**config.mk**
```make
export PLATFORM = sky130hd
export DESIGN_NAME = port_pad_config_regs
export DESIGN_NICKNAME = d
export VERILOG_FILES = /design/src/core/port_pad_pkg.sv /design/src/core/port_pad_config_regs.sv /design/src/core/pin_sync.sv
export SDC_FILE = /design/constraint.sdc
export NUM_CORES = 1
export LEC_CHECK = 0
export BUFFER_PORTS_ARGS = -buffer_cell sky130_fd_sc_hd__buf_2
export CAP_MARGIN = 20
export CORE_AREA = 2 2 157 159
export CTS_BUF_LIST = sky130_fd_sc_hd__clkbuf_16
export CTS_CLUSTER_DIAMETER = 100
export DETAILED_ROUTE_END_ITERATION = 12
export DIE_AREA = 0 0 159 161
export MAX_ROUTING_LAYER = met4
export PLACE_DENSITY = 0.46
export SYNTH_ARGS = -nofsm -noshare
export SYNTH_HDL_FRONTEND = slang
export SYNTH_SLANG_ARGS = --single-unit
```
**constraint.sdc**
```tcl
create_clock -name clk -period 3.5 [get_ports clk]
set_input_delay 0 -clock clk [delete_from_list [all_inputs] [get_ports clk]]
set_output_delay 0 -clock clk [all_outputs]
set_load 0.1 [all_outputs]
```
**src/core/port_pad_pkg.sv**
```systemverilog
package port_pad_pkg;

  // Register indices; byte address is four times the index
  localparam logic [7:0] IDX_SIX_PULL_EN    = 8'h14;
  localparam logic [7:0] IDX_SIX_POLARITY   = 8'h15;
  localparam logic [7:0] IDX_SIX_OPEN_DRAIN = 8'h16;
  localparam logic [7:0] IDX_BYTE_DATA      = 8'h18;
  localparam logic [7:0] IDX_BYTE_MIRROR    = 8'h19;
  localparam logic [7:0] IDX_BYTE_DIR       = 8'h1a;
  localparam logic [7:0] IDX_BYTE_DRIVE     = 8'h1b;
  localparam logic [7:0] IDX_BYTE_PULL_EN   = 8'h1c;
  localparam logic [7:0] IDX_BYTE_POLARITY  = 8'h1d;

  // Byte lane holding register data
  localparam int unsigned DATA_LSB = 0;
  localparam int unsigned DATA_W   = 8;

  // Values after reset
  localparam logic [7:0] RST_SIX_PULL_EN    = 8'h3f;
  localparam logic [7:0] RST_SIX_POLARITY   = 8'h00;
  localparam logic [7:0] RST_SIX_OPEN_DRAIN = 8'h00;
  localparam logic [7:0] RST_BYTE_DATA      = 8'h00;
  localparam logic [7:0] RST_BYTE_DIR       = 8'h00;
  localparam logic [7:0] RST_BYTE_DRIVE     = 8'h00;
  localparam logic [7:0] RST_BYTE_PULL_EN   = 8'h00;
  localparam logic [7:0] RST_BYTE_POLARITY  = 8'h00;
  localparam logic       RST_SYNC           = 1'b0;

  // Flip-flops between a pad and the read path
  localparam int unsigned SYNC_STAGES = 2;

  // Bus answer sequencing
  typedef enum logic [0:0] {
    APB_IDLE,
    APB_ANSWER
  } apb_phase_t;

endpackage : port_pad_pkg

```
**src/core/port_pad_config_regs.sv**
```systemverilog
// How it works
// Six-bit polarity picks pull-up or pull-down
// Open-drain bit: drive low only, else push-pull
// Open-drain bit ignored on input pins
// Data read: latch if output, else pin
// Pin mirror is read-only, writes discarded
// Pin mirror returns real pad levels always
// Direction bit: 0 input, 1 output
// Pin reads lag pad levels by two cycles; a direction change switches latch or pin at once
// Reduced drive bit ignored on inputs
// Byte pull enable acts on inputs only
// Byte port pulls disabled after reset
// Byte polarity picks pull and active edge
// Six-bit pulls on after reset, not push-pull
// Every config bit drives a pad control
// Data resets zero, mirror follows live pins
//
// Our own choice: the APB interface to the registers.
module port_pad_config_regs #(
  parameter int unsigned ADDR_W = 8,
  parameter int unsigned BYTE_W = 8,
  parameter int unsigned SIX_W  = 6
) (
  input  wire logic              clk,
  input  wire logic              resetn,
  // APB slave
  input  wire logic              psel,
  input  wire logic              penable,
  input  wire logic              pwrite,
  input  wire logic [ADDR_W-1:0] paddr,
  input  wire logic [31:0]       pwdata,
  input  wire logic [3:0]        pstrb,
  output logic                   pready,
  output logic      [31:0]       prdata,
  output logic                   pslverr,
  // Byte port pads
  input  wire logic [BYTE_W-1:0] byte_pin_in,
  output logic      [BYTE_W-1:0] byte_pad_out,
  output logic      [BYTE_W-1:0] byte_pad_oe,
  output logic      [BYTE_W-1:0] byte_pad_reduced,
  output logic      [BYTE_W-1:0] byte_pad_pull_up,
  output logic      [BYTE_W-1:0] byte_pad_pull_down,
  output logic      [BYTE_W-1:0] byte_edge_rising,
  // Six-bit port pads; data and direction come from its own registers
  input  wire logic [SIX_W-1:0]  six_port_out,
  input  wire logic [SIX_W-1:0]  six_port_dir,
  output logic      [SIX_W-1:0]  six_pad_out,
  output logic      [SIX_W-1:0]  six_pad_oe,
  output logic      [SIX_W-1:0]  six_pad_pull_up,
  output logic      [SIX_W-1:0]  six_pad_pull_down
);

  // Elaboration checks
  if (ADDR_W < 7 || ADDR_W > 16) begin : g_bad_addr
    $error("ADDR_W must be 7 to 16 to reach every register");
  end
  if (BYTE_W < 1 || BYTE_W > port_pad_pkg::DATA_W) begin : g_bad_byte
    $error("BYTE_W must be 1 to 8");
  end
  if (SIX_W < 1 || SIX_W > port_pad_pkg::DATA_W) begin : g_bad_six
    $error("SIX_W must be 1 to 8");
  end

  // Word index of a byte address, all-ones when misaligned
  function automatic logic [7:0] word_index(input logic [ADDR_W-1:0] a);
    logic [31:0] shifted;
    // Widened first so every legal ADDR_W, even below eight, fits
    shifted = 32'(a) >> 2;
    if (a[1:0] != 2'b00 || shifted > 32'h0000_00ff) begin
      return 8'hff;
    end
    return shifted[7:0];
  endfunction : word_index

  // Pick latch or pin per bit depending on direction
  function automatic logic [BYTE_W-1:0] dir_mux(
    input logic [BYTE_W-1:0] dir,
    input logic [BYTE_W-1:0] latch,
    input logic [BYTE_W-1:0] pins
  );
    return (dir & latch) | (~dir & pins);
  endfunction : dir_mux

  // Configuration registers
  logic [BYTE_W-1:0] byte_port_data;
  logic [BYTE_W-1:0] byte_port_direction;
  logic [BYTE_W-1:0] byte_port_drive_strength;
  logic [BYTE_W-1:0] byte_port_pull_enable;
  logic [BYTE_W-1:0] byte_port_pull_polarity;
  logic [SIX_W-1:0]  six_bit_port_pull_enable;
  logic [SIX_W-1:0]  six_bit_port_pull_polarity;
  logic [SIX_W-1:0]  six_bit_port_open_drain;

  // Synchronised pad levels
  logic [BYTE_W-1:0] byte_pin_sync;

  // Bus decode
  port_pad_pkg::apb_phase_t phase;
  port_pad_pkg::apb_phase_t next_phase;
  logic [7:0]               idx;
  logic                     access;
  logic                     wr_en;
  logic [7:0]               wr_byte;
  logic                     mapped;
  logic [31:0]              next_prdata;

  // Next values of the pad controls
  logic [BYTE_W-1:0] next_byte_pad_out;
  logic [BYTE_W-1:0] next_byte_pad_oe;
  logic [BYTE_W-1:0] next_byte_pad_reduced;
  logic [BYTE_W-1:0] next_byte_pad_pull_up;
  logic [BYTE_W-1:0] next_byte_pad_pull_down;
  logic [SIX_W-1:0]  next_six_pad_out;
  logic [SIX_W-1:0]  next_six_pad_oe;
  logic [SIX_W-1:0]  next_six_pad_pull_up;
  logic [SIX_W-1:0]  next_six_pad_pull_down;
  logic [BYTE_W-1:0] byte_pull_on;
  logic [SIX_W-1:0]  six_pull_on;

  // Pads pass two flops before any read sees them
  pin_sync #(
    .WIDTH    (BYTE_W)
  ) u_byte_sync (
    .clk      (clk),
    .resetn   (resetn),
    .async_in (byte_pin_in),
    .sync_out (byte_pin_sync)
  );

  // Decode of the access phase
  assign idx     = word_index(paddr);
  assign access  = psel && penable;
  // Write lands only at the edge where pready is sampled high
  assign wr_en   = access && pready && pwrite && pstrb[0];
  assign wr_byte = pwdata[port_pad_pkg::DATA_LSB +: 8];

  // Which indices answer without error
  always_comb begin
    case (idx)
      port_pad_pkg::IDX_SIX_PULL_EN,
      port_pad_pkg::IDX_SIX_POLARITY,
      port_pad_pkg::IDX_SIX_OPEN_DRAIN,
      port_pad_pkg::IDX_BYTE_DATA,
      port_pad_pkg::IDX_BYTE_MIRROR,
      port_pad_pkg::IDX_BYTE_DIR,
      port_pad_pkg::IDX_BYTE_DRIVE,
      port_pad_pkg::IDX_BYTE_PULL_EN,
      port_pad_pkg::IDX_BYTE_POLARITY: mapped = 1'b1;
      default:                         mapped = 1'b0;
    endcase
  end

  // Read data; narrow registers zero-extend
  always_comb begin
    case (idx)
      port_pad_pkg::IDX_SIX_PULL_EN:
        next_prdata = 32'(six_bit_port_pull_enable);
      port_pad_pkg::IDX_SIX_POLARITY:
        next_prdata = 32'(six_bit_port_pull_polarity);
      port_pad_pkg::IDX_SIX_OPEN_DRAIN:
        next_prdata = 32'(six_bit_port_open_drain);
      port_pad_pkg::IDX_BYTE_DATA:
        next_prdata = 32'(dir_mux(byte_port_direction, byte_port_data,
                                  byte_pin_sync));
      port_pad_pkg::IDX_BYTE_MIRROR:
        next_prdata = 32'(byte_pin_sync);
      port_pad_pkg::IDX_BYTE_DIR:
        next_prdata = 32'(byte_port_direction);
      port_pad_pkg::IDX_BYTE_DRIVE:
        next_prdata = 32'(byte_port_drive_strength);
      port_pad_pkg::IDX_BYTE_PULL_EN:
        next_prdata = 32'(byte_port_pull_enable);
      port_pad_pkg::IDX_BYTE_POLARITY:
        next_prdata = 32'(byte_port_pull_polarity);
      default:
        next_prdata = 32'h0000_0000;
    endcase
  end

  // Answer one cycle into the access phase
  always_comb begin
    case (phase)
      port_pad_pkg::APB_IDLE:
        next_phase = access ? port_pad_pkg::APB_ANSWER
                            : port_pad_pkg::APB_IDLE;
      port_pad_pkg::APB_ANSWER:
        next_phase = port_pad_pkg::APB_IDLE;
      default:
        next_phase = port_pad_pkg::APB_IDLE;
    endcase
  end

  always_ff @(posedge clk) begin
    if (!resetn) begin
      phase <= port_pad_pkg::APB_IDLE;
    end else begin
      phase <= next_phase;
    end
  end

  // Bus outputs all registered; read data frozen with pready
  always_ff @(posedge clk) begin
    if (!resetn) begin
      pready  <= 1'b0;
      prdata  <= 32'h0000_0000;
      pslverr <= 1'b0;
    end else if (phase == port_pad_pkg::APB_IDLE && access) begin
      pready  <= 1'b1;
      prdata  <= pwrite ? 32'h0000_0000 : next_prdata;
      pslverr <= !mapped;
    end else begin
      pready  <= 1'b0;
      prdata  <= 32'h0000_0000;
      pslverr <= 1'b0;
    end
  end

  // Output latch of the byte port
  always_ff @(posedge clk) begin
    if (!resetn) begin
      byte_port_data <= port_pad_pkg::RST_BYTE_DATA[BYTE_W-1:0];
    end else if (wr_en && idx == port_pad_pkg::IDX_BYTE_DATA) begin
      byte_port_data <= wr_byte[BYTE_W-1:0];
    end
  end

  // Direction of the byte port
  always_ff @(posedge clk) begin
    if (!resetn) begin
      byte_port_direction <= port_pad_pkg::RST_BYTE_DIR[BYTE_W-1:0];
    end else if (wr_en && idx == port_pad_pkg::IDX_BYTE_DIR) begin
      byte_port_direction <= wr_byte[BYTE_W-1:0];
    end
  end

  // Reduced drive of the byte port
  always_ff @(posedge clk) begin
    if (!resetn) begin
      byte_port_drive_strength <= port_pad_pkg::RST_BYTE_DRIVE[BYTE_W-1:0];
    end else if (wr_en && idx == port_pad_pkg::IDX_BYTE_DRIVE) begin
      byte_port_drive_strength <= wr_byte[BYTE_W-1:0];
    end
  end

  // Pull enables of the byte port, all off out of reset
  always_ff @(posedge clk) begin
    if (!resetn) begin
      byte_port_pull_enable <=
        port_pad_pkg::RST_BYTE_PULL_EN[BYTE_W-1:0];
    end else if (wr_en && idx == port_pad_pkg::IDX_BYTE_PULL_EN) begin
      byte_port_pull_enable <= wr_byte[BYTE_W-1:0];
    end
  end

  // Pull and edge polarity of the byte port
  always_ff @(posedge clk) begin
    if (!resetn) begin
      byte_port_pull_polarity <=
        port_pad_pkg::RST_BYTE_POLARITY[BYTE_W-1:0];
    end else if (wr_en && idx == port_pad_pkg::IDX_BYTE_POLARITY) begin
      byte_port_pull_polarity <= wr_byte[BYTE_W-1:0];
    end
  end

  // Pull enables of the six-bit port, pull-ups on out of reset
  always_ff @(posedge clk) begin
    if (!resetn) begin
      six_bit_port_pull_enable <=
        port_pad_pkg::RST_SIX_PULL_EN[SIX_W-1:0];
    end else if (wr_en && idx == port_pad_pkg::IDX_SIX_PULL_EN) begin
      six_bit_port_pull_enable <= wr_byte[SIX_W-1:0];
    end
  end

  // Pull polarity of the six-bit port
  always_ff @(posedge clk) begin
    if (!resetn) begin
      six_bit_port_pull_polarity <=
        port_pad_pkg::RST_SIX_POLARITY[SIX_W-1:0];
    end else if (wr_en && idx == port_pad_pkg::IDX_SIX_POLARITY) begin
      six_bit_port_pull_polarity <= wr_byte[SIX_W-1:0];
    end
  end

  // Open-drain mode of the six-bit port
  always_ff @(posedge clk) begin
    if (!resetn) begin
      six_bit_port_open_drain <=
        port_pad_pkg::RST_SIX_OPEN_DRAIN[SIX_W-1:0];
    end else if (wr_en && idx == port_pad_pkg::IDX_SIX_OPEN_DRAIN) begin
      six_bit_port_open_drain <= wr_byte[SIX_W-1:0];
    end
  end
  // Mirror index has no write branch: a write there changes nothing,
  // yet still gets an OKAY answer since the address is mapped. see

  // Byte port pad controls
  always_comb begin
    next_byte_pad_out     = byte_port_data;
    next_byte_pad_oe      = byte_port_direction;
    // Drive strength only matters on an output
    next_byte_pad_reduced = byte_port_drive_strength
                          & byte_port_direction;
    // Pull only on an input; polarity 0 up, 1 down
    byte_pull_on          = byte_port_pull_enable
                          & ~byte_port_direction;
    next_byte_pad_pull_up   = byte_pull_on & ~byte_port_pull_polarity;
    next_byte_pad_pull_down = byte_pull_on
                            & byte_port_pull_polarity;
  end

  // Six-bit port pad controls
  always_comb begin
    // Open drain never drives a high; inputs keep oe low anyway
    next_six_pad_oe  = six_port_dir
                     & (~six_bit_port_open_drain | ~six_port_out);
    next_six_pad_out = six_port_out & ~six_bit_port_open_drain;
    // Input pins see no effect of the open-drain bit via oe gating
    // above: dir low forces oe low whatever that bit holds. see
    six_pull_on      = six_bit_port_pull_enable
                     & (~six_port_dir | six_bit_port_open_drain);
    next_six_pad_pull_up   = six_pull_on & ~six_bit_port_pull_polarity;
    next_six_pad_pull_down = six_pull_on
                           & six_bit_port_pull_polarity;
  end

  // All pad controls leave through flops, one cycle after the register
  always_ff @(posedge clk) begin
    if (!resetn) begin
      byte_pad_out       <= '0;
      byte_pad_oe        <= '0;
      byte_pad_reduced   <= '0;
      byte_pad_pull_up   <= '0;
      byte_pad_pull_down <= '0;
      byte_edge_rising   <= '0;
    end else begin
      byte_pad_out       <= next_byte_pad_out;
      byte_pad_oe        <= next_byte_pad_oe;
      byte_pad_reduced   <= next_byte_pad_reduced;
      byte_pad_pull_up   <= next_byte_pad_pull_up;
      byte_pad_pull_down <= next_byte_pad_pull_down;
      // Same bit picks the active edge for the edge detector
      byte_edge_rising   <= byte_port_pull_polarity;
    end
  end

  // Six-bit pads; all controls read zero in reset, pull-ups included, though the pull-enable register resets to 3f
  always_ff @(posedge clk) begin
    if (!resetn) begin
      six_pad_out       <= '0;
      six_pad_oe        <= '0;
      six_pad_pull_up   <= '0;
      six_pad_pull_down <= '0;
    end else begin
      six_pad_out       <= next_six_pad_out;
      six_pad_oe        <= next_six_pad_oe;
      six_pad_pull_up   <= next_six_pad_pull_up;
      six_pad_pull_down <= next_six_pad_pull_down;
    end
  end

endmodule : port_pad_config_regs

```
**src/core/pin_sync.sv**
```systemverilog
module pin_sync #(
  parameter int unsigned WIDTH = 8
) (
  input  wire logic             clk,
  input  wire logic             resetn,
  input  wire logic [WIDTH-1:0] async_in,
  output logic      [WIDTH-1:0] sync_out
);

  logic [WIDTH-1:0] stage_one;

  // Two flops; the first is read only by the second
  always_ff @(posedge clk) begin
    if (!resetn) begin
      stage_one <= {WIDTH{port_pad_pkg::RST_SYNC}};
      sync_out  <= {WIDTH{port_pad_pkg::RST_SYNC}};
    end else begin
      stage_one <= async_in;
      sync_out  <= stage_one;
    end
  end

endmodule : pin_sync

```
After elaboration in Yosys (flattened, before gate mapping)
Memory sizes are Yosys's and may differ from the RTL's.
Cells that the tools add are included.
- muxes and demuxes: 8
- bitwise operators: 23
- magnitude comparators: 1
- equality and inequality tests: 9
- reductions and logical operators: 19
- operators with widths (operator ; count):
    == test 8 x 5 -> 1 bit (second input constant) ; 9
    one-hot mux 8 bit (9 select lines) ; 1
    AND 8 bit ; 6
    AND 6 bit ; 5
    inverter 6 bit ; 4
    two-way mux 8 bit ; 2
    inverter 8 bit ; 2
    logical AND 1 bit ; 13
    OR 6 bit ; 2
    greater-than comparator 6 x 8 -> 1 bit (second input constant) ; 1
    OR 8 bit ; 1
    two-way mux 1 bit ; 4
    zero test 3 bit ; 1
    inverter 1 bit ; 3
    OR reduction 3 bit ; 1
    one-hot mux 1 bit (2 select lines) ; 1
    AND reduction 2 bit ; 1
    nonzero test 2 bit ; 1
    zero test 1 bit ; 1
    logical OR 1 bit ; 1
- memory bits (read-only): 32
- logic and storage cells: 85
- output and inout port bits: 106
- memories kept: 1
- bits in registers: 181
- input bits: 69
- memories (name ; depth ; width ; read ports ; clocked after memory_dff ; wr ports ; RTL line ; text):
    (no name shown) ; 32 ; 1 ; 1 ; 0 ; 0 ; port_pad_config_regs.sv:139 ; case (idx)

Depth between registers and ports, before layout
Gate-level depths: netlist (run 1).
- depth in word-level cells: 7
- mapped depth: 7
- mapped depth without buffers: 4

By module
From an unflattened synthesis (run 1), not the netlist that was laid out.
- cells, all modules: 634
- area, all modules: 6084.6 um^2
- by module, submodules not included (module ; sequential area each (um^2) ; instances ; area each (um^2) ; cells each):
    port_pad_config_regs ; 2822.7 ; 1 ; 5637.9 ; 601
    pin_sync ; 320.3 ; 1 ; 446.7 ; 33

Worst setup path before layout (run 1)
OpenSTA, ideal clock, no wires.
- path kind: register to register
- from: register pready
- to: register six_bit_port_open_drain[0]
- clock period less this slack: 2388 ps
- setup time: 72 ps
- arrival: 2316 ps
- setup slack: 1112 ps
- data required time: 3428 ps
- path buffers: 1
- cell stages (with the launch flop): 6
- cells stage by stage: dfxtp_1 -> and4_1 -> clkbuf_1 -> nand2_1 -> nor4_4 -> mux2i_1
- longest elaborated chain between the ends: 4
- ends and longest elaborated chain (element ; RTL line ; text):
    from (decl) ; port_pad_config_regs.sv:33 ; output logic pready,
    from (signal assigned) ; port_pad_config_regs.sv:204 ; pready <= 1'b0;
    from (signal assigned) ; port_pad_config_regs.sv:208 ; pready <= 1'b1;
    from (signal assigned) ; port_pad_config_regs.sv:212 ; pready <= 1'b0;
    logical AND 1 bit (3 in a row) ; port_pad_config_regs.sv:134 ; assign wr_en = access && pready && pwrite && pstrb[0];
    logical AND 1 bit ; port_pad_config_regs.sv:290 ; end else if (wr_en && idx == port_pad_pkg::IDX_SIX_OPEN_DRAIN) begin
    to (signal assigned) ; port_pad_config_regs.sv:288 ; six_bit_port_open_drain <=
    to (signal assigned) ; port_pad_config_regs.sv:291 ; six_bit_port_open_drain <= wr_byte[SIX_W-1:0];
    to (decl) ; port_pad_config_regs.sv:92 ; logic [SIX_W-1:0] six_bit_port_open_drain;
Every way passes these cells.
A chain may end at the register's enable or synchronous reset.

Worst setup path in the final report (run 1)
- from: register pready
- to: register byte_port_data[0]
- longest elaborated chain between the ends: 4
- ends and longest elaborated chain (element ; RTL line ; text):
    logical AND 1 bit (3 in a row) ; port_pad_config_regs.sv:134 ;
    logical AND 1 bit ; port_pad_config_regs.sv:222 ; end else if (wr_en && idx == port_pad_pkg::IDX_BYTE_DATA) begin
    to (signal assigned) ; port_pad_config_regs.sv:221 ; byte_port_data <= port_pad_pkg::RST_BYTE_DATA[BYTE_W-1:0];
    to (signal assigned) ; port_pad_config_regs.sv:223 ; byte_port_data <= wr_byte[BYTE_W-1:0];
    to (decl) ; port_pad_config_regs.sv:85 ; logic [BYTE_W-1:0] byte_port_data;
Every way passes these cells.

==> results of run 1 <==
[layout by cell type (no fill, tap or decap), types with 6 or more instances in the layout]
master / n
nor4bb_1: 9
nor2b_1: 19
dlygate4sd3_1: 37
and3b_1: 7
a31oi_1: 6
a21boi_1: 24
nor2_1: 30
and3_1: 12
nand3_1: 39
and2_1: 42
clkbuf_16: 17
nand2b_1: 10
nand2_1: 42
dfxtp_1: 157
o21ai_0: 38
mux2i_1: 34
a21oi_1: 8
conb_1: 24
inv_1: 16
buf_2: 122
o211ai_1: 6
[routing by layer]
layer / track usage, % / part of all wire [%]
met2: 22.4 / 45
met4: 4.34 / 1.8
met5: - / 0
met1: 19.2 / 48
met3: 3.67 / 5.5
[final timing paths]
check / startpoint / to / slack, ps / cells past startpoint
worst min-delay path: paddr[4] / prdata[2] / 40 / 3
worst max register to register: pready / byte_port_data[0] / 1470 / 4
worst min register to register: u_byte_sync.stage_one[6] / u_byte_sync.sync_out[6] / 440 / 1
worst max-delay path: pready / byte_port_data[0] / 1470 / 4
[area by class of cell]
type / count / area share, %
sequential: 157 / 40.2
multi-input combinational: 418 / 34.0
timing repair buffer: 161 / 12.7
clock buffer: 17 / 5.44
tap: 324 / 5.18
clock inverter: 15 / 1.76
inverter: 16 / 0.768
[worst register-to-register path: stages, from the launching register on]
cell and delay, ps:
dfxtp_1 330, and4_1 470, nand4_1 690, mux2i_1 370
nor2b_1 70
[power by group]
part	internal (mW)	total, mW	switching [mW]
registers	1.81	1.81	0.00584
logic	0.0890	0.403	0.314
clock network	0.991	1.80	0.810
total	2.89	4.02	1.13
[cells in the mapped netlist (all sizes together), types with 4 or more instances]
| master | n |
|---|---|
| a222oi | 4 |
| nand2 | 43 |
| nor4bb | 9 |
| o211ai | 6 |
| nor2b | 19 |
| dfxtp | 157 |
| o21ai | 39 |
| mux2 | 5 |
| clkbuf | 31 |
| or3 | 4 |
| mux2i | 34 |
| nand3 | 39 |
| a21boi | 27 |
| a31oi | 7 |
| nor2 | 30 |
| and3 | 12 |
| nor3 | 5 |
| and2 | 43 |
| or2 | 4 |
| buf | 30 |
| nand2b | 10 |
| a21oi | 8 |
| and3b | 7 |
| nand4 | 5 |
| inv | 16 |
[cells by family after synthesis]
kind of cell / Yosys count / synth area share, %
buf+inv: 77 / 6.59
simple gates: 252 / 24.4
compound gates: 103 / 11.1
mux: 39 / 6.48
other cells: 1 / 0.0613
flops: 157 / 51.4
[stage by stage]
stage	setup WS [ps]	hold WS, ps	utilization, %	area (um^2)	cells
after floorplan	1110	91.1	-	6200	652
after global placement	1310	192	28.8	6890	1039
after detailed placement	1290	197	28.8	6890	1039
after CTS	1450	14.3	32.7	7830	1108
after global routing	1310	52.7	32.7	7830	1108
final	1470	39.6	32.7	7830	1108
==> summary by stage, run 1 <==
Outcome
The flow ran to the end, and the final reports show no timing, DRC or antenna violations.

CTS
The clock-pin slew on the worst setup and hold paths is 70 ps. The number of H-tree levels is 4. The number of buffers inserted for hold repair after clock tree synthesis is 37.

For the worst-skew pair, the clock arrives at the later sink with an insertion delay of 430 ps. The CTS sink count is 157. The CTS tree is built. The root buffer cell chosen for the clock tree is clkbuf_16. The number of gates given a new drive strength after cts is 0. The number of buffers on the longest clock path is 2. TritonCTS created 17 clock buffers. The setup fix buffers added after clock tree synthesis is 0.

Floorplanning
In this run the vertical extent of the chip is 161 um. 175 I/O pins were placed. For this configuration, the core starts out at a cell density of 25.5%. The core region is 24000 um^2. The die footprint is 25600 um^2.

The row count is 57. The floorplan die width is 159 um.

Timing
Based on the critical path, the design can be clocked at up to 0.493 GHz. The transition time at the pin with the least slew margin is 877 ps. Setup repair after global routing left no endpoint under its margin. The minimum clock period after layout is 2030 ps.

The final sum of negative setup slack is 0 ps. The headroom to the max-slew limit is 41.3%. The count of pins over their slew limit is 0.

Setup violations remaining at the end of the flow were counted as 0. Clock skew on the completed layout was measured at 6.48 ps. The final number of hold-violating endpoints came to 0. The share of the clock period used by the worst path is 57.9%.

Worst setup path
The signal on the critical path passes through and4_1 > nand4_1 > mux2i_1 > nor2b_1. In this design, the stage delay of the slowest critical-path cell is 690 ps. The critical path contains buffers and inverters numbering 0 combined.

The type of the worst setup path is reg -> reg. The critical-path cell with the highest stage delay is nand4_1. The critical path endpoint category is a register. The worst setup path is launched from a register. For the worst setup path, the data required time is 3820 ps.

The kind of cell adding the most delay to the critical path is simple AND/OR/NAND/NOR gates. Of all nets on the critical path, the largest fanout is 9. The arrival time at the worst endpoint is 2350 ps.

Place
The post-detailed-placement half-perimeter wirelength is 12400 um. The global placement routability congestion is 0.836. The number of input and output port buffers inserted is 123.

Logic synthesis
For this run, the number of Yosys warnings is 0. After synthesis, the cell types taking the most area are dfxtp_1, mux2i_1, and2_1, nand3_1, o21ai_0. Counting distinct cell types in the post-synthesis netlist gives 59.

The synthesized area divided by synthesized cell count is 9.73 um^2. The number of synthesized flops with an enable pin is 0. The post-synthesis instance area is 6120 um^2. The largest total area in the synthesized netlist belongs to dfxtp_1.

The post-synthesis register bit count is 157. The portion of synthesized cell area occupied by the leading cell type is 51.4%. The dominant synthesized flop cell is dfxtp_1. The share of flip-flops with an asynchronous set or reset is 0%.

The part of the Yosys area used for sequential elements is 51.4%. The gate count of the mapped netlist is 629.

Final layout
The number of fillers in the final layout is 2582. The combined area of the multi-input logic cells is 2660 um^2. For this run, the post-layout net count is 840.

In the final layout, the share of cells above drive strength 1 is 22.1%. The growth of design area from synthesis to finish is 27.9%. The number of antenna diodes in the final layout is 0. Across the whole layout, storage elements account for 3140 um^2.

Global routing
The maximum number of pins on one net before global-route repair is 74. After global routing the overflow that remains totals 0. The overall track demand over capacity in global routing is 14.7%. The first global-routing pass estimated 27600 um of wire. The initial antenna violation count is 0.

The via count of the first global-routing pass came to 4656.

Power
Power comes to 4.02 mW. Dividing total power by cell area gives a power density of 513 nW/um^2. The analysis attributes to cell leakage a power of 3.33 nW.

The maximum VDD drop is 0.267 mV.

Detailed routing
The total number of vias is 4823. Before antenna repair, the detailed router went through 6 iterations. The average via count per standard cell is 4.35.

The routed design has 18200 um of wire. The count of nets left with antenna violations once routing finished came out at 0. The routed length per instance is 16.4 um.

The first routing iteration left 363 violations. In the routed design, unresolved DRC markers number 0.

Job
The number of maximum-capacitance violations is 0.

Worst hold path
The min-delay analysis places its worst path in the category in -> reg.
Power figures use the tool's default switching activity.
==> run 2: changes to the inputs <==
--- a/config.mk
+++ b/config.mk
@@ -5,13 +5,14 @@
 export SDC_FILE = /design/constraint.sdc
 export NUM_CORES = 1
 export LEC_CHECK = 0
+export ABC_AREA = 1
 export BUFFER_PORTS_ARGS = -buffer_cell sky130_fd_sc_hd__buf_2
 export CAP_MARGIN = 20
-export CORE_AREA = 2 2 157 159
+export CORE_AREA = 2 2 155 157
 export CTS_BUF_LIST = sky130_fd_sc_hd__clkbuf_16
 export CTS_CLUSTER_DIAMETER = 100
 export DETAILED_ROUTE_END_ITERATION = 12
-export DIE_AREA = 0 0 159 161
+export DIE_AREA = 0 0 157 159
 export MAX_ROUTING_LAYER = met4
 export PLACE_DENSITY = 0.46
 export SYNTH_ARGS = -nofsm -noshare
==> constraint.sdc (replaced) <==
create_clock -name clk -period 2.1 [get_ports clk]
set_input_delay 0 -clock clk [delete_from_list [all_inputs] [get_ports clk]]
set_output_delay 0 -clock clk [all_outputs]
set_load 0.1 [all_outputs]
==> summary by stage, run 2 <==
CTS
The root buffer cell chosen for the clock tree is clkbuf_16. TritonCTS built the clock tree. The number of gates given a new drive strength after cts is 0. For the worst-skew pair, the clock arrives at the later sink with an insertion delay of 420 ps. The number of H-tree levels is 4.

The number of buffers added by the clock tree synthesis step is 17. In this run the deepest clock path goes through 2 buffers. The setup fix buffers added after clock tree synthesis is 0.

Clock-pin slew was measured on the worst setup and hold paths at 70 ps. The CTS sink count is 157.

Detailed routing
The DRC marker count from the first detailed-route iteration is 298. Detailed routing placed a total of 7900 um of wire on met2. The first-pass detailed-route iteration total is 5. The number of remaining DRC errors is 0. Once detail routing completed, the nets flagged for antenna violations numbered 0. The routed length per instance is 14.2 um.

The highest metal layer carrying signal wires in the routed design is met4. The met1 wire length is 8470 um. The routed wire length on met3 is 930 um. The average via count per standard cell is 4.12.

The total routed wirelength is 17400 um. The total number of vias is 5056.

Worst setup path
The critical path startpoint is penable. Traced cell by cell, the critical path runs through dlygate4sd3_1 > buf_2 > nand2_1 > dlygate4sd3_1 > nor3_1 > inv_1 > nor2_1 > nand2_1 > a21oi_1. The worst setup path is captured at a register.

Measured in cells, the most critical reg-to-reg path has a length of 6. The critical-path cell with the highest stage delay is dlygate4sd3_1. The end point of the critical path is prdata[7]. In this run the worst path has a maximum fanout of 8. The type of the worst setup path is in -> reg. The category of the worst setup path launch point is a primary input.

In this design, the stage delay of the slowest critical-path cell is 590 ps. The startpoint of the worst-slack reg-to-reg timing path is pready. The endpoint identified for the worst register-to-register timing path is byte_port_drive_strength[5]. The arrival time at the worst endpoint is 2120 ps. The required time at the worst-slack endpoint is 2440 ps. The flop-to-flop setup slack is 560 ps.

Timing
The worst-case clock skew is 10.1 ps. The final sum of negative setup slack is 0 ps. The clock period could shrink to 1780 ps. The count of pins over their slew limit is 0. Setup violations remaining at the end of the flow were counted as 0.

Setup repair after global routing left no endpoint under its margin. The headroom to the max-slew limit is 66.8%. The transition time at the pin with the least slew margin is 495 ps. The share of the clock period used by the worst path is 84.6%. For this run, the top clock speed supported by timing is 0.563 GHz.

The final number of hold-violating endpoints was 0.

Logic synthesis
The share of flip-flops with an asynchronous set or reset is 0%. The synthesized area divided by synthesized cell count is 8.11 um^2. The post-synthesis share of cell area spent on full adders, half adders and majority gates is 0%. By area, the combinational part of the netlist is dominated by simple AND/OR/NAND/NOR gates. The part of the Yosys area used for sequential elements is 52.5%. After Yosys synthesis, XOR and XNOR cells account for 0% of the synthesized area. The number of unique standard cell types used by synthesis is 30. Yosys instantiated no cell more often than dfxtp_1. The most used flip-flop cell after synthesis is dfxtp_1.

The gate count of the mapped netlist is 738. The cell area that synthesis handed to floorplanning was 5990 um^2. The commonest cells after synthesis are dfxtp_1, nand2_1, inv_1. Counting flops and latches in the post-synthesis netlist gives 157. Measured against the total synthesized area, the mux share comes to 0.334%. The number of synthesis warnings is 0. The post-synthesis simple-gate area fraction is 22.9%.

The number of synthesized flops with an enable pin is 0. The post-synthesis cell type with the largest combined area is dfxtp_1. Ranked by total cell area, the synthesized netlist is headed by dfxtp_1, nand2_1, inv_1, a21oi_1, nand3_1. The area fraction in compound gates after synthesis is 11.2%. The portion of synthesized cell area occupied by the leading cell type is 52.5%.

Power
The combinational share of power is 9.7%. For this design the total switching power over the nets is 1.78 mW. The share of total power dissipated in sequential elements is 45.4%. Summed over all cells, the static leakage comes to 3.72 nW. The power per standard cell area is 859 nW/um^2. IR analysis of the VDD net gives a maximum drop of 0.449 mV. The clock network fraction of design power is 44.9%. After layout, the design draws a total of 6.66 mW.

The total internal power is 4.88 mW. Net switching is 26.7% of the power.

Place
Once detailed placement completed, the half-perimeter wirelength came to 12600 um. The congestion estimate from routability-driven global placement came to 0.818. Buffers placed on the I/O ports in this run total 123.

Floorplanning
The die is 157 um wide. The die footprint is 25000 um^2. In this run the count of I/O pins placed on the die edge is 175. The row count is 56. The total area inside the core boundary comes to 23200 um^2. The starting utilization of the core area is 25.8%. From bottom edge to top edge, the die measures 159 um.

Global routing
The maximum number of pins on one net before global-route repair is 109. For this run, the total global-route usage over all layers was measured as 14.7%. The initial antenna violation count is 0. For this run the aggregate overflow at the end of global routing stands at 0. The global-route wire length before repair is 27400 um. The via count of the first global-routing pass is 4940.

Final layout
Leaving out fill and tap cells, the most frequent cells in the layout are dfxtp_1, nand2_1, buf_2. The most common library cell in the layout ignoring fill and taps is dfxtp_1. Relative to the synthesized area, the layout overhead comes to 29.6%.

Summing all flip-flop and latch instances after layout gives 3140 um^2. The total number of nets in the final design is 965. The fraction of final layout cells sized beyond drive strength 1 is 21.0%. The number of antenna diodes in the final layout is 0.

The multi-input combinational cells in the finished layout cover a total of 2150 um^2. Counting the fill cells in the layout gives 2474.

Outcome
The flow ran to the end, and the final reports show no timing, DRC or antenna violations.

Worst hold path
The worst min-delay path class is in -> reg.

Job
The number of maximum-capacitance violations is 0.
==> run 2: cell types whose count changed in the layout (fill, tap and decap cells not counted), moves of 13 or more <==
cell | previous run | this run
inv_1 | 16 | 110
nand2_1 | 42 | 129
a21oi_1 | 8 | 61
and2_1 | 42 | 0
mux2i_1 | 34 | 2
nor2_1 | 30 | 58
a21boi_1 | 24 | 0
nor2b_1 | 19 | 0
nand3_1 | 39 | 52
==> run 2: worst min-delay path by stage <==
stage / from / to / slack [ps] / cells after the start
after floorplan: six_port_out[0] / six_pad_oe[0] / 90 / 1
after global placement: byte_pin_in[5] / u_byte_sync.stage_one[5] / 190 / 3
final: paddr[2] / six_bit_port_pull_polarity[4] / 60 / 4
after global routing: paddr[2] / six_bit_port_pull_polarity[4] / 80 / 4
after CTS: paddr[2] / six_bit_port_pull_polarity[1] / 50 / 4
after detailed placement: byte_pin_in[4] / u_byte_sync.stage_one[4] / 180 / 3
==> run 2: area by class of cell <==
type | count | share of cell area (%)
Tap cell | 319 | 5.15
Inverter | 113 | 5.47
Clock inverter | 15 | 1.90
Clock buffer | 17 | 5.49
Sequential cell | 157 | 40.5
Multi-Input combinational cell | 438 | 27.7
Timing Repair Buffer | 169 | 13.7
==> run 2: repair_timing <==
item,CTS,global route
endpoints found under the setup margin,0,0
endpoints found under the hold margin,62,0
hold buffers,37,0
==> run 2: routing by layer <==
metal | vias to the layer above | global-route usage, %
met2 | 148 | 23.0
met3 | 11 | 3.40
met5 | - | -
met4 | 0 | 3.88
li1 | 2622 | -
met1 | 2275 | 19.2
==> run 2: cell families (layout without fill, tap and decap cells) <==
family / count (synthesis) / count (layout)
muxes: 2 / 2
DFF: 157 / 157
AOI/OAI and AO/OA: 123 / 123
other: 1 / 24
buffers and inverters: 166 / 314
and+or+nand+nor: 289 / 289
==> run 2: through the flow <==
| stage | utilization (%) | worst slack (ps) | instance area [um^2] | instances | hold WS [ps] |
|---|---|---|---|---|---|
| final | 33.4 | 324 | 7750 | 1228 | 62.7 |
| after global routing | 33.4 | 111 | 7750 | 1228 | 80.4 |
| after CTS | 33.4 | 346 | 7750 | 1228 | 48.2 |
| after detailed placement | 29.4 | 466 | 6810 | 1159 | 183 |
| after global placement | 29.4 | 434 | 6810 | 1159 | 192 |
| after floorplan | - | 256 | 6070 | 761 | 91.1 |
==> run 2: power groups by stage <==
stage	logic, mW	registers (mW)	clock network (mW)
after global routing	0.681	3.03	3.20
after CTS	0.647	3.02	3.08
after global placement	0.593	3.09	0
after floorplan	0.350	3.24	0
final	0.646	3.02	2.99
after detailed placement	0.593	3.09	0
==> run 2: critical path: cells and delay by family <==
| family | cells | cell delay, ps |
|---|---|---|
| AOI/OAI and AO/OA | 1 | 230 |
| buffers and inverters | 4 | 1280 |
| and+or+nand+nor | 4 | 610 |
